File: config.mk
export PLATFORM = sky130hd
export DESIGN_NAME = cam_alu
export DESIGN_NICKNAME = d
export VERILOG_FILES = /design/src/common/cam_pkg.sv /design/src/cam_alu.sv
export SDC_FILE = /design/constraint.sdc
export NUM_CORES = 2
export LEC_CHECK = 0
export BUFFER_PORTS_ARGS = -buffer_cell sky130_fd_sc_hd__buf_2
export CAP_MARGIN = 5
export CORE_ASPECT_RATIO = 1.1
export CORE_UTILIZATION = 50
export CTS_CLUSTER_DIAMETER = 30
export DETAILED_ROUTE_END_ITERATION = 6
export PLACE_DENSITY = 0.78
export RECOVER_POWER = 50
export SLEW_MARGIN = 15
export SYNTH_ARGS = -nofsm -noshare
export SYNTH_HDL_FRONTEND = slang
export SYNTH_SLANG_ARGS = --single-unit
File: constraint.sdc
create_clock -name clock -period 10.2 [get_ports clock]
set_input_delay 0 -clock clock [delete_from_list [all_inputs] [get_ports clock]]
set_output_delay 0 -clock clock [all_outputs]
set_load 0.05 [all_outputs]
File: src/common/cam_pkg.sv
// shared constants and types for the cpu arithmetic datapath
package cam_pkg;
   localparam int DW   = 16;
   localparam int NREG = 16;

   // register port map
   localparam logic [3:0]  ADDR_CTL      = 4'h0;
   localparam logic [3:0]  ADDR_FLAGS    = 4'h1;
   localparam int          CTL_PRIO_BIT  = 3;
   localparam int          CTL_PSV_BIT   = 2;
   localparam logic [15:0] CTL_RESET     = 16'h0000;
   localparam logic [15:0] CTL_RSVD_MASK = 16'hfff3;

   // flag register layout
   localparam int          FLG_C     = 0;
   localparam int          FLG_Z     = 1;
   localparam int          FLG_OV    = 2;
   localparam int          FLG_N     = 3;
   localparam int          FLG_DC    = 8;
   localparam logic [15:0] FLG_MASK  = 16'h010f;
   localparam logic [15:0] FLG_RESET = 16'h0000;

   // operation codes
   localparam logic [3:0] OP_ADD = 4'h0;
   localparam logic [3:0] OP_SUB = 4'h1;
   localparam logic [3:0] OP_AND = 4'h2;
   localparam logic [3:0] OP_OR  = 4'h3;
   localparam logic [3:0] OP_XOR = 4'h4;
   localparam logic [3:0] OP_ASR = 4'h5;
   localparam logic [3:0] OP_SL  = 4'h6;
   localparam logic [3:0] OP_LSR = 4'h7;
   localparam logic [3:0] OP_MUL = 4'h8;
   localparam logic [3:0] OP_DIV = 4'h9;

   // multiply modes (first letter: a operand, second: b operand)
   localparam logic [2:0] MUL_SS   = 3'h0;
   localparam logic [2:0] MUL_UU   = 3'h1;
   localparam logic [2:0] MUL_SU   = 3'h2;
   localparam logic [2:0] MUL_US   = 3'h3;
   localparam logic [2:0] MUL_SLIT = 3'h4;
   localparam logic [2:0] MUL_ULIT = 3'h5;
   localparam logic [2:0] MUL_BB   = 3'h6;

   // divide mode bits and timing
   localparam int         DIV_SIGNED_BIT = 0;
   localparam int         DIV_LONG_BIT   = 1;
   localparam int         DIV_ITERS      = 16;
   localparam int         DIV_CYCLES     = 19;
   localparam logic [3:0] ITER_LAST      = 4'(DIV_ITERS - 1);
   localparam logic [4:0] FIX_COUNT      = 5'(DIV_CYCLES - 2);
   localparam logic [3:0] QUOT_REG       = 4'h0;
   localparam logic [3:0] REM_REG        = 4'h1;

   typedef enum logic [3:0] {
      ST_IDLE  = 4'b0001,
      ST_SETUP = 4'b0010,
      ST_ITER  = 4'b0100,
      ST_FIX   = 4'b1000
   } cam_div_e;
endpackage : cam_pkg

File: src/cam_alu.sv
// cpu arithmetic datapath: alu, shifter, multiplier, divider, cpu control
//
// The register offsets and strobed register access were decided locally.
`timescale 1ns/10ps
module cam_alu
   import cam_pkg::*;
(
   input  logic        clock,
   input  logic        rst,
   input  logic        ce,
   input  logic [3:0]  reg_addr,
   input  logic [15:0] reg_wdata,
   input  logic        reg_wr,
   input  logic        reg_rd,
   output logic [15:0] reg_rdata_r,
   input  logic        prio_high_set,
   output logic        prio_high_r,
   output logic        user_irq_block_r,
   output logic        psv_enable_r,
   input  logic        op_start,
   input  logic [3:0]  op_code,
   input  logic        op_byte,
   input  logic [2:0]  op_mode,
   input  logic [4:0]  op_lit,
   input  logic [3:0]  src_a,
   input  logic [3:0]  src_b,
   input  logic        src_b_mem,
   input  logic [15:0] mem_rdata,
   input  logic [3:0]  dst,
   input  logic        dst_mem,
   input  logic        div_hold,
   input  logic        wreg_wr,
   input  logic [3:0]  wreg_idx,
   input  logic [15:0] wreg_wdata,
   input  logic [3:0]  wreg_rd_idx,
   output logic [15:0] wreg_rdata_r,
   output logic        mem_wr_r,
   output logic [15:0] mem_wdata_r,
   output logic        mem_byte_r,
   output logic [15:0] result_r,
   output logic        done_r,
   output logic        reject_r,
   output logic        busy_r,
   output logic [15:0] flags_r
);
   cam_div_e          state_r;
   logic [15:0]       wreg_r [NREG];
   logic [15:0]       a_val;
   logic [15:0]       b_val;
   logic [15:0]       bx;
   logic [15:0]       alu_res;
   logic [15:0]       ctl_word;
   logic [16:0]       sum17;
   logic [8:0]        sum9;
   logic [4:0]        sum5;
   logic              is_sub;
   logic              is_mul;
   logic              is_div;
   logic              shift_op;
   logic              arith_op;
   logic              take;
   logic              refuse;
   logic              do_op;
   logic              res_c;
   logic              res_ov;
   logic              res_dc;
   logic              res_z;
   logic              res_n;
   logic              prio_nxt;
   logic              sa;
   logic              sb;
   logic [16:0]       ma;
   logic [16:0]       mb;
   logic signed [33:0] prod;
   logic [31:0]       dvd_r;
   logic [15:0]       dvs_r;
   logic [15:0]       q_r;
   logic [17:0]       p_r;
   logic              sgn_r;
   logic              neg_q_r;
   logic              neg_r_r;
   logic [3:0]        cnt_r;
   logic [4:0]        act_cnt_r;
   logic [31:0]       dvd_in;
   logic [31:0]       dvd_abs;
   logic [15:0]       dvs_abs;
   logic [15:0]       quot_fin;
   logic [15:0]       rem_fin;
   logic [17:0]       d18;
   logic [17:0]       p_sh;
   logic [17:0]       p_step;
   logic [17:0]       p_fix;
   logic              fix_go;

   // operand selection: a is always a register, b may come from memory
   assign a_val = wreg_r[src_a];
   assign b_val = src_b_mem ? mem_rdata : wreg_r[src_b];

   // decode
   assign is_sub   = (op_code == OP_SUB);
   assign is_mul   = (op_code == OP_MUL);
   assign is_div   = (op_code == OP_DIV);
   assign arith_op = (op_code == OP_ADD) || is_sub;
   assign shift_op = (op_code == OP_ASR) || (op_code == OP_SL) || (op_code == OP_LSR);
   assign take     = op_start && (state_r == ST_IDLE);
   // shifts never see memory; divide writes only the fixed pair
   assign refuse   = (op_code > OP_DIV)
                   || (shift_op && (src_b_mem || dst_mem))
                   || ((is_mul || is_div) && dst_mem)
                   || (is_div && src_b_mem);
   assign do_op    = take && !refuse;

   // adder: subtract is a + ~b + 1, so carry high means no borrow
   assign bx    = is_sub ? ~b_val : b_val;
   assign sum17 = {1'b0, a_val} + {1'b0, bx} + {16'h0000, is_sub};
   assign sum9  = {1'b0, a_val[7:0]} + {1'b0, bx[7:0]} + {8'h00, is_sub};
   assign sum5  = {1'b0, a_val[3:0]} + {1'b0, bx[3:0]} + {4'h0, is_sub};

   // result and flag selection per width
   always_comb begin
      alu_res = 16'h0000;
      unique case (op_code)
         OP_ADD, OP_SUB: alu_res = sum17[15:0];
         OP_AND: alu_res = a_val & b_val;
         OP_OR:  alu_res = a_val | b_val;
         OP_XOR: alu_res = a_val ^ b_val;
         // barrel shifts, amount from b low nibble
         // casts keep the shift signed; an unsigned arm would turn it logical
         OP_ASR: alu_res = op_byte ? {8'h00, 8'($signed(a_val[7:0]) >>> b_val[3:0])}
                                   : 16'($signed(a_val) >>> b_val[3:0]);
         OP_SL:  alu_res = a_val << b_val[3:0];
         OP_LSR: alu_res = op_byte ? {8'h00, a_val[7:0] >> b_val[3:0]}
                                   : a_val >> b_val[3:0];
         default: alu_res = 16'h0000;
      endcase
      res_c  = op_byte ? sum9[8] : sum17[16];
      res_dc = op_byte ? sum5[4] : sum9[8];
      res_ov = op_byte ? (a_val[7] == bx[7]) && (sum9[7] != a_val[7])
                       : (a_val[15] == bx[15]) && (sum17[15] != a_val[15]);
      res_z  = op_byte ? (alu_res[7:0] == 8'h00) : (alu_res == 16'h0000);
      res_n  = op_byte ? alu_res[7] : alu_res[15];
   end

   // 17x17 signed core; the extra bit carries sign or zero
   always_comb begin
      sa = (op_mode == MUL_SS) || (op_mode == MUL_SU) || (op_mode == MUL_SLIT);
      sb = (op_mode == MUL_SS) || (op_mode == MUL_US);
      ma = {sa & a_val[15], a_val};
      mb = {sb & b_val[15], b_val};
      if ((op_mode == MUL_SLIT) || (op_mode == MUL_ULIT)) begin
         mb = {12'h000, op_lit};
      end
      if (op_mode == MUL_BB) begin
         ma = {9'h000, a_val[7:0]};
         mb = {9'h000, b_val[7:0]};
      end
   end
   assign prod = $signed(ma) * $signed(mb);

   // divider datapath on magnitudes, signs fixed at the end
   assign dvd_in = op_mode[DIV_LONG_BIT]
                 ? {wreg_r[{src_a[3:1], 1'b1}], wreg_r[{src_a[3:1], 1'b0}]}
                 : {{16{op_mode[DIV_SIGNED_BIT] & a_val[15]}}, a_val};
   assign dvd_abs  = (sgn_r && dvd_r[31]) ? 32'h00000000 - dvd_r : dvd_r;
   assign dvs_abs  = (sgn_r && dvs_r[15]) ? 16'h0000 - dvs_r : dvs_r;
   assign d18      = {2'b00, dvs_r};
   assign p_sh     = {p_r[16:0], q_r[15]};
   // non-restoring step: add when the partial remainder is negative
   assign p_step   = p_r[17] ? p_sh + d18 : p_sh - d18;
   assign p_fix    = p_r[17] ? p_r + d18 : p_r;
   assign quot_fin = neg_q_r ? 16'h0000 - q_r : q_r;
   assign rem_fin  = neg_r_r ? 16'h0000 - p_fix[15:0] : p_fix[15:0];
   assign fix_go   = (state_r == ST_FIX) && !div_hold;

   // divide sequencer; div_hold freezes it in every state but ST_IDLE, so it cannot hold back the start
   always_ff @(posedge clock) begin
      if (rst) begin
         state_r <= ST_IDLE;
         dvd_r   <= 32'h00000000;
         dvs_r   <= 16'h0000;
         q_r     <= 16'h0000;
         p_r     <= 18'h00000;
         sgn_r   <= 1'b0;
         neg_q_r <= 1'b0;
         neg_r_r <= 1'b0;
         cnt_r   <= 4'h0;
      end else if (ce) begin
         unique case (state_r)
            ST_IDLE: if (do_op && is_div) begin
               dvd_r   <= dvd_in;
               dvs_r   <= wreg_r[src_b];
               sgn_r   <= op_mode[DIV_SIGNED_BIT];
               state_r <= ST_SETUP;
            end
            ST_SETUP: if (!div_hold) begin
               neg_q_r <= sgn_r & (dvd_r[31] ^ dvs_r[15]);
               neg_r_r <= sgn_r & dvd_r[31];
               p_r     <= {2'b00, dvd_abs[31:16]};
               q_r     <= dvd_abs[15:0];
               dvs_r   <= dvs_abs;
               cnt_r   <= 4'h0;
               state_r <= ST_ITER;
            end
            // same iteration count whatever the dividend width
            ST_ITER: if (!div_hold) begin
               p_r   <= p_step;
               q_r   <= {q_r[14:0], ~p_step[17]};
               cnt_r <= cnt_r + 4'h1;
               if (cnt_r == ITER_LAST) begin
                  state_r <= ST_FIX;
               end
            end
            ST_FIX: if (!div_hold) begin
               state_r <= ST_IDLE;
            end
            default: state_r <= ST_IDLE;
         endcase
      end
   end

   // active-cycle count of the divide, read only by a check
   always_ff @(posedge clock) begin
      if (rst) begin
         act_cnt_r <= 5'h00;
      end else if (ce) begin
         if (state_r == ST_IDLE) begin
            act_cnt_r <= 5'h00;
         end else if (!div_hold) begin
            act_cnt_r <= act_cnt_r + 5'h01;
         end
      end
   end

   // working register array; byte writes keep the upper byte
   always_ff @(posedge clock) begin
      if (rst) begin
         for (int i = 0; i < NREG; i++) begin
            wreg_r[i] <= 16'h0000;
         end
      end else if (ce) begin
         if (wreg_wr) begin
            wreg_r[wreg_idx] <= wreg_wdata;
         end
         if (do_op && !is_div && !dst_mem) begin
            if (is_mul && (op_mode != MUL_BB)) begin
               wreg_r[{dst[3:1], 1'b0}] <= prod[15:0];
               wreg_r[{dst[3:1], 1'b1}] <= prod[31:16];
            end else if (is_mul) begin
               wreg_r[dst] <= prod[15:0];
            end else if (op_byte) begin
               wreg_r[dst][7:0] <= alu_res[7:0];
            end else begin
               wreg_r[dst] <= alu_res;
            end
         end
         if (fix_go) begin
            wreg_r[QUOT_REG] <= quot_fin;
            wreg_r[REM_REG]  <= rem_fin;
         end
      end
   end

   // result strobes toward decoder and data memory
   always_ff @(posedge clock) begin
      if (rst) begin
         result_r    <= 16'h0000;
         done_r      <= 1'b0;
         reject_r    <= 1'b0;
         busy_r      <= 1'b0;
         mem_wr_r    <= 1'b0;
         mem_wdata_r <= 16'h0000;
         mem_byte_r  <= 1'b0;
      end else if (ce) begin
         done_r   <= 1'b0;
         reject_r <= take && refuse;
         mem_wr_r <= 1'b0;
         busy_r   <= (state_r == ST_IDLE) ? (do_op && is_div) : !fix_go;
         if (do_op && !is_div) begin
            done_r   <= 1'b1;
            result_r <= is_mul ? prod[15:0] : alu_res;
            if (dst_mem) begin
               mem_wr_r    <= 1'b1;
               mem_wdata_r <= alu_res;
               mem_byte_r  <= op_byte;
            end
         end
         if (fix_go) begin
            done_r   <= 1'b1;
            result_r <= quot_fin;
         end
      end
   end

   // flags: the bits an operation updates in the same cycle override a software write; a multiply updates none
   always_ff @(posedge clock) begin
      if (rst) begin
         flags_r <= FLG_RESET;
      end else if (ce) begin
         if (reg_wr && (reg_addr == ADDR_FLAGS)) begin
            flags_r <= reg_wdata & FLG_MASK;
         end
         if (do_op && arith_op) begin
            flags_r[FLG_C]  <= res_c;
            flags_r[FLG_OV] <= res_ov;
            flags_r[FLG_DC] <= res_dc;
         end
         if (do_op && !is_div && !is_mul) begin
            flags_r[FLG_Z] <= res_z;
            flags_r[FLG_N] <= res_n;
         end
         if (fix_go) begin
            flags_r[FLG_Z] <= (quot_fin == 16'h0000);
            flags_r[FLG_N] <= quot_fin[15];
         end
      end
   end

   // priority-high bit: a hardware set beats a software clear
   always_comb begin
      prio_nxt = prio_high_r;
      if (reg_wr && (reg_addr == ADDR_CTL) && !reg_wdata[CTL_PRIO_BIT]) begin
         prio_nxt = 1'b0;
      end
      if (prio_high_set) begin
         prio_nxt = 1'b1;
      end
   end

   // control register bits and the interrupt block they imply
   always_ff @(posedge clock) begin
      if (rst) begin
         prio_high_r      <= 1'b0;
         user_irq_block_r <= 1'b0;
         psv_enable_r     <= 1'b0;
      end else if (ce) begin
         prio_high_r      <= prio_nxt;
         user_irq_block_r <= prio_nxt;
         if (reg_wr && (reg_addr == ADDR_CTL)) begin
            psv_enable_r <= reg_wdata[CTL_PSV_BIT];
         end
      end
   end

   // read-back word; unimplemented bits stay zero
   always_comb begin
      ctl_word = CTL_RESET;
      ctl_word[CTL_PRIO_BIT] = prio_high_r;
      ctl_word[CTL_PSV_BIT]  = psv_enable_r;
   end

   // control read data valid only in the cycle after the strobe; working register read-back follows wreg_rd_idx every cycle
   always_ff @(posedge clock) begin
      if (rst) begin
         reg_rdata_r  <= 16'h0000;
         wreg_rdata_r <= 16'h0000;
      end else if (ce) begin
         reg_rdata_r  <= 16'h0000;
         wreg_rdata_r <= wreg_r[wreg_rd_idx];
         if (reg_rd && (reg_addr == ADDR_CTL)) begin
            reg_rdata_r <= ctl_word;
         end else if (reg_rd && (reg_addr == ADDR_FLAGS)) begin
            reg_rdata_r <= flags_r;
         end
      end
   end
endmodule : cam_alu

* Yosys cells after proc, flatten, opt, wreduce, memory -nomap -nowiden
Memories as Yosys holds them, arrays and structs flattened. A register that Yosys moved wholly into a read port is not among the register bits.
Cells that the tools add are included.
** Storage, ports and cells
- Memory bits (writable) :: 256
- Flip-flop bits (word level) :: 153
- Output and inout bits :: 88
- Word-level logic and storage cells :: 296
- Memories :: 1
** Memory list
- wreg_r :: depth 16, width 16, rd ports 5, clocked after memory_dff 1, wr ports 16, RTL line cam_alu.sv:47 : logic [15:0] wreg_r [NREG];
** Cells by class
- Magnitude comparators :: 1
- Muxes and demuxes :: 110
- Equal/unequal tests :: 36
- Multipliers :: 1
- Add/subtract/negate cells :: 14
- Bitwise operators :: 38
- Reductions and logical operators :: 69
- Shifts and indexed selects :: 5
** Operators with widths (number)
- 2-to-1 mux 16 bit :: 21
- one-hot mux 16 bit (7 select lines) :: 1
- 2-to-1 mux 32 bit :: 2
- one-hot mux 16 bit (2 select lines) :: 2
- OR reduction 16 bit :: 4
- 2-to-1 mux 1 bit :: 56
- 2-to-1 mux 18 bit :: 3
- 2-to-1 mux 17 bit :: 3
- subtractor 1 x 16 -> 16 bit, first input constant :: 3
- 2-to-1 mux 4 bit :: 11
- one-hot mux 18 bit (2 select lines) :: 1
- logical NOT 16 bit :: 2
- multiplier 17 x 17 -> 32 bit :: 1
- subtractor 1 x 32 -> 32 bit, first input constant :: 1
- 2-to-1 mux 9 bit :: 3
- equality test 4 bit, second input constant :: 6
- 2-to-1 mux 8 bit :: 3
- logical AND 1 bit :: 22
- equality test 4 x 3 -> 1 bit, second input constant :: 5
- AND 1 bit :: 19
- adder 18 x 16 -> 18 bit :: 1
- subtractor 18 x 16 -> 18 bit :: 1
- adder 16 x 16 -> 17 bit :: 1
- adder 17 x 1 -> 17 bit :: 1
- other kinds (45) :: 101

* Longest topological paths before layout
- Depth after elaboration :: 23
- Depth in mapped cells :: 39
- Depth with buffers taken out :: 31

* Worst setup path after synthesis
OpenSTA, ideal clock, no wires.
- Kind :: input port to flip-flop
- Start :: input src_b[0]
- End :: memory wreg_r[1][15] (data pin)
- Path buffers :: 5
- Data arrival time :: 8.801 ns
- Slack :: 1.144 ns
- Stages on the path :: 36
- Path through :: buf_6 buf_4 buf_6 buf_1 mux4_2 mux4_2 mux2i_1 inv_1 nand2_1 clkbuf_1 nor2_1 fa_1 inv_1 fa_1 inv_1 fa_1 inv_1 fa_1 inv_1 fa_1 inv_1 fa_1 inv_1 ha_1 a21o_1 a21oi_1 o21a_1 o211ai_1 a21oi_1 o21a_1 nor3_1 o41a_1 o21ai_0 a21oi_1 or3_1 a31o_1
** RTL lines
- from (decl) :: RTL line cam_alu.sv:26 : input logic [3:0] src_b,
- to (decl) :: RTL line cam_alu.sv:47

==> out/qor.txt <==
Tcrit/Tclk final: 93.9%
Core area: 89900 µm²
Reg2Reg Depth: 31
Unrepaired setup endpoints after global routing: no
Post-synth ARST share: 0%
CTS Buffer Depth: 3
Number of I/O port buffers: 150
Failing checks: design-rule violations, max-capacitance violations, max-slew violations
CP peak stage delay: 0.69 ns
Synth Register Bits: 414
Setup Buffers After CTS: 0
Lkg Pwr: 20.9 nW
First-pass GRT wire length: 270 mm
DIE WIDTH: 290 µm
Clock sink total: 414
Via count: 44900
Total Neg Setup Slack: 0 ns
Hold WC Path Type: input port to flip-flop
Post-Syn Area: 45700 µm²
Most common cell after layout, fill and taps aside: nand2_1
Maximum VDD drop: 0.922 mV
Fraction of final layout cells sized beyond drive strength 1: 14.6%
Yosys cell types: 103
Final setup vio count: 0
Max-slew violations: 257
Hold Violations, Final: 0
Largest area contributor in the netlist: edfxtp_1
Routability Congestion: 1.11
Root Buffer: clkbuf_16
# fillers: 7638
All-layer global routing usage: 38.8%
Status: finished with violations
Num rows: 115
Starting DRT DRC Count: 7282
Syn Inst Count: 5132
Levels on crit path: 31
Reg clk slew, reported paths: 0.05 ns
Max_slew headroom: -185%
DP HPWL: 137 mm
Die area: 92600 µm²
Tmin final: 9.58 ns
Residual overflow from global routing: 0
Cell mode on critical path: inv_1
Setup crit start kind: flip-flop
Worst setup path startpoint: wreg_r[0][7]$_DFFE_PP_
Crit-path slowest cell: mux4_2
Number of flops mapped to enable cells by yosys: 256
Post-synth top flop: edfxtp_1
Achievable Freq: 104 MHz
Total CTS buffers: 100
Top cell type's share of synthesized area: 16.8%
Die H: 319 µm
Register area share after synthesis: 23.7%
Design area: 51300 µm²
Crit path buffers/inverters: 7
Dpl cell area: 47600 µm²
Hold Startpoint: wreg_wdata[4]
Final clock skew: 0.0384 ns
Family with the most delay on the worst path: adder cells
Worst Setup End Kind: flip-flop
Critical R2R Launch: wreg_r[0][7]$_DFFE_PP_
Pin count of the biggest net entering global routing: 88
Synth Area per Inst: 8.91 µm²
Clk Latency, worst-skew pair: 0.70 ns
Vias in the first global route: 43100
Wire per inst: 28.4 µm
Vias per cell: 6.94
Antenna violations before repair: 18
Residual DRC: 7
Critical Path RT: 10.65 ns
Starting density of the core: 50.8%
First-pass detailed-route iteration total: 7
Multi-input logic area: 31900 µm²
WHS Path Cells: 5
CTS tree: built
Nets@finish: 5756
Total number of yosys warnings: 0
# H-tree levels: 3
Routed Antenna Nets: 0
Worst Path Arrival: 10.02 ns
Area Overhead vs Synth: 12.3%
Max-cap check violation count: 5
CP Class: flip-flop to flip-flop
IO Pins: 184
Slew @ Worst Pin: 4.28 ns
Ranking of synthesized cells by area: edfxtp_1 17%, fa_1 12%, mux4_2 11%
Cell Pwr Density: 287 nW/µm²
Most frequent cells in the layout: 576 x nand2_1, 497 x nor2_1, 398 x o21ai_0, 354 x inv_1, 298 x a21oi_1
Worst Path Max Fanout: 8
Reg area: 10900 µm²
Total Wirelength: 184 mm
## power breakdown
part / switching, mW / internal [mW] / total [mW]
clock: 1.11 / 2.23 / 3.34
combinational: 6.83 / 2.67 / 9.50
sequential: 0.0710 / 1.84 / 1.91
## tightest hold or removal path: stages
cell	delay [ns]
buf_2	0.25
nand3_1	0.13
nand2_1	0.05
nand2_1	0.05
o21ai_0	0.06
## cell families after synthesis
family / Yosys count / share of synthesized area (%)
fa+ha+maj: 452 / 17.1
mux: 459 / 16.5
xor+xnor: 163 / 3.16
compound gates: 1228 / 16.8
flops: 414 / 23.7
simple gates: 1648 / 15.9
other cells: 1 / 0.00820
buf+inv: 767 / 6.88
## per-stage QoR
stage / util, % / power [mW] / setup WS [ns] / std cells / hold WS, ns
floorplan: - / 6.59 / 1.14 / 5153 / 0.136
global placement: 53.0 / 10.5 / 0.751 / 6244 / 0.255
detailed placement: 53.0 / 10.6 / 0.589 / 6244 / 0.268
CTS: 57.2 / 14.0 / 0.832 / 6464 / 0.0142
global route: 57.0 / 15.0 / 0.291 / 6469 / 0.0520
finish: 57.1 / 14.7 / 0.622 / 6475 / 0.0452
## state kept, by name, indices dropped and copies added, names as in the netlist
register	cells
neg_r_r	1
p_r	18
neg_q_r	1
reg_rdata_r	5
mem_wr_r	1
q_r	16
mem_byte_r	1
mem_wdata_r	16
result_r	16
wreg_rdata_r	16
psv_enable_r	1
dvs_r	16
done_r	1
dvd_r	32
sgn_r	1
user_irq_block_r	1
busy_r	1
flags_r	5
state_r	4
reject_r	1
wreg_r	256
cnt_r	4
## layout make-up
type / instances / share of cell area [%]
flip-flops and latches: 414 / 21.1
clock inverters: 78 / 1.74
well taps: 1170 / 2.85
inverters: 365 / 2.67
multi-input cells: 3972 / 62.1
clock buffers: 110 / 5.05
repair buffers: 355 / 4.39
diodes: 11 / 0.0536
## worst paths after layout
path,to,slack [ns]
max,wreg_r[1][15]$_DFFE_PP_,0.62
min,wreg_r[8][4]$_DFFE_PP_,0.05
max reg2reg,wreg_r[1][15]$_DFFE_PP_,0.62
min reg2reg,result_r[15]$_SDFFE_PP0P_,0.46
## cell usage after synthesis (29+ instances only)
cell and number:
o21ai_0 398, buf_4 32, and3_1 56, fa_1 285, inv_1 354, mux4_2 221, xnor2_1 89, o211ai_1 67
ha_1 167, mux2_2 78, a31oi_1 44, nor2_1 502, nor3_1 110, o21a_1 33, xor2_1 73, mux2i_1 128
nand3_1 227, dfxtp_1 158, o21ai_1 30, a311oi_1 43, clkbuf_1 268, edfxtp_1 256, nand2_1 576, buf_2 34
a211oi_1 57, buf_1 55, a21oi_1 298, a22oi_1 29
## repair_timing
item	4_1_cts	5_1_grt
hold buffers	32	0
resized for setup	0	0
hold endpoints to repair	64	0
setup endpoints to repair	0	0
## routing by layer
layer	share of wire [%]	vias up	GRT usage, %
met5	0.11	-	0.986
met4	9.1	18	29.1
met3	16	1032	16.0
met2	42	3963	56.9
met1	33	21300	45.2
li1	-	18600	-
Power figures use the tool's default switching activity.
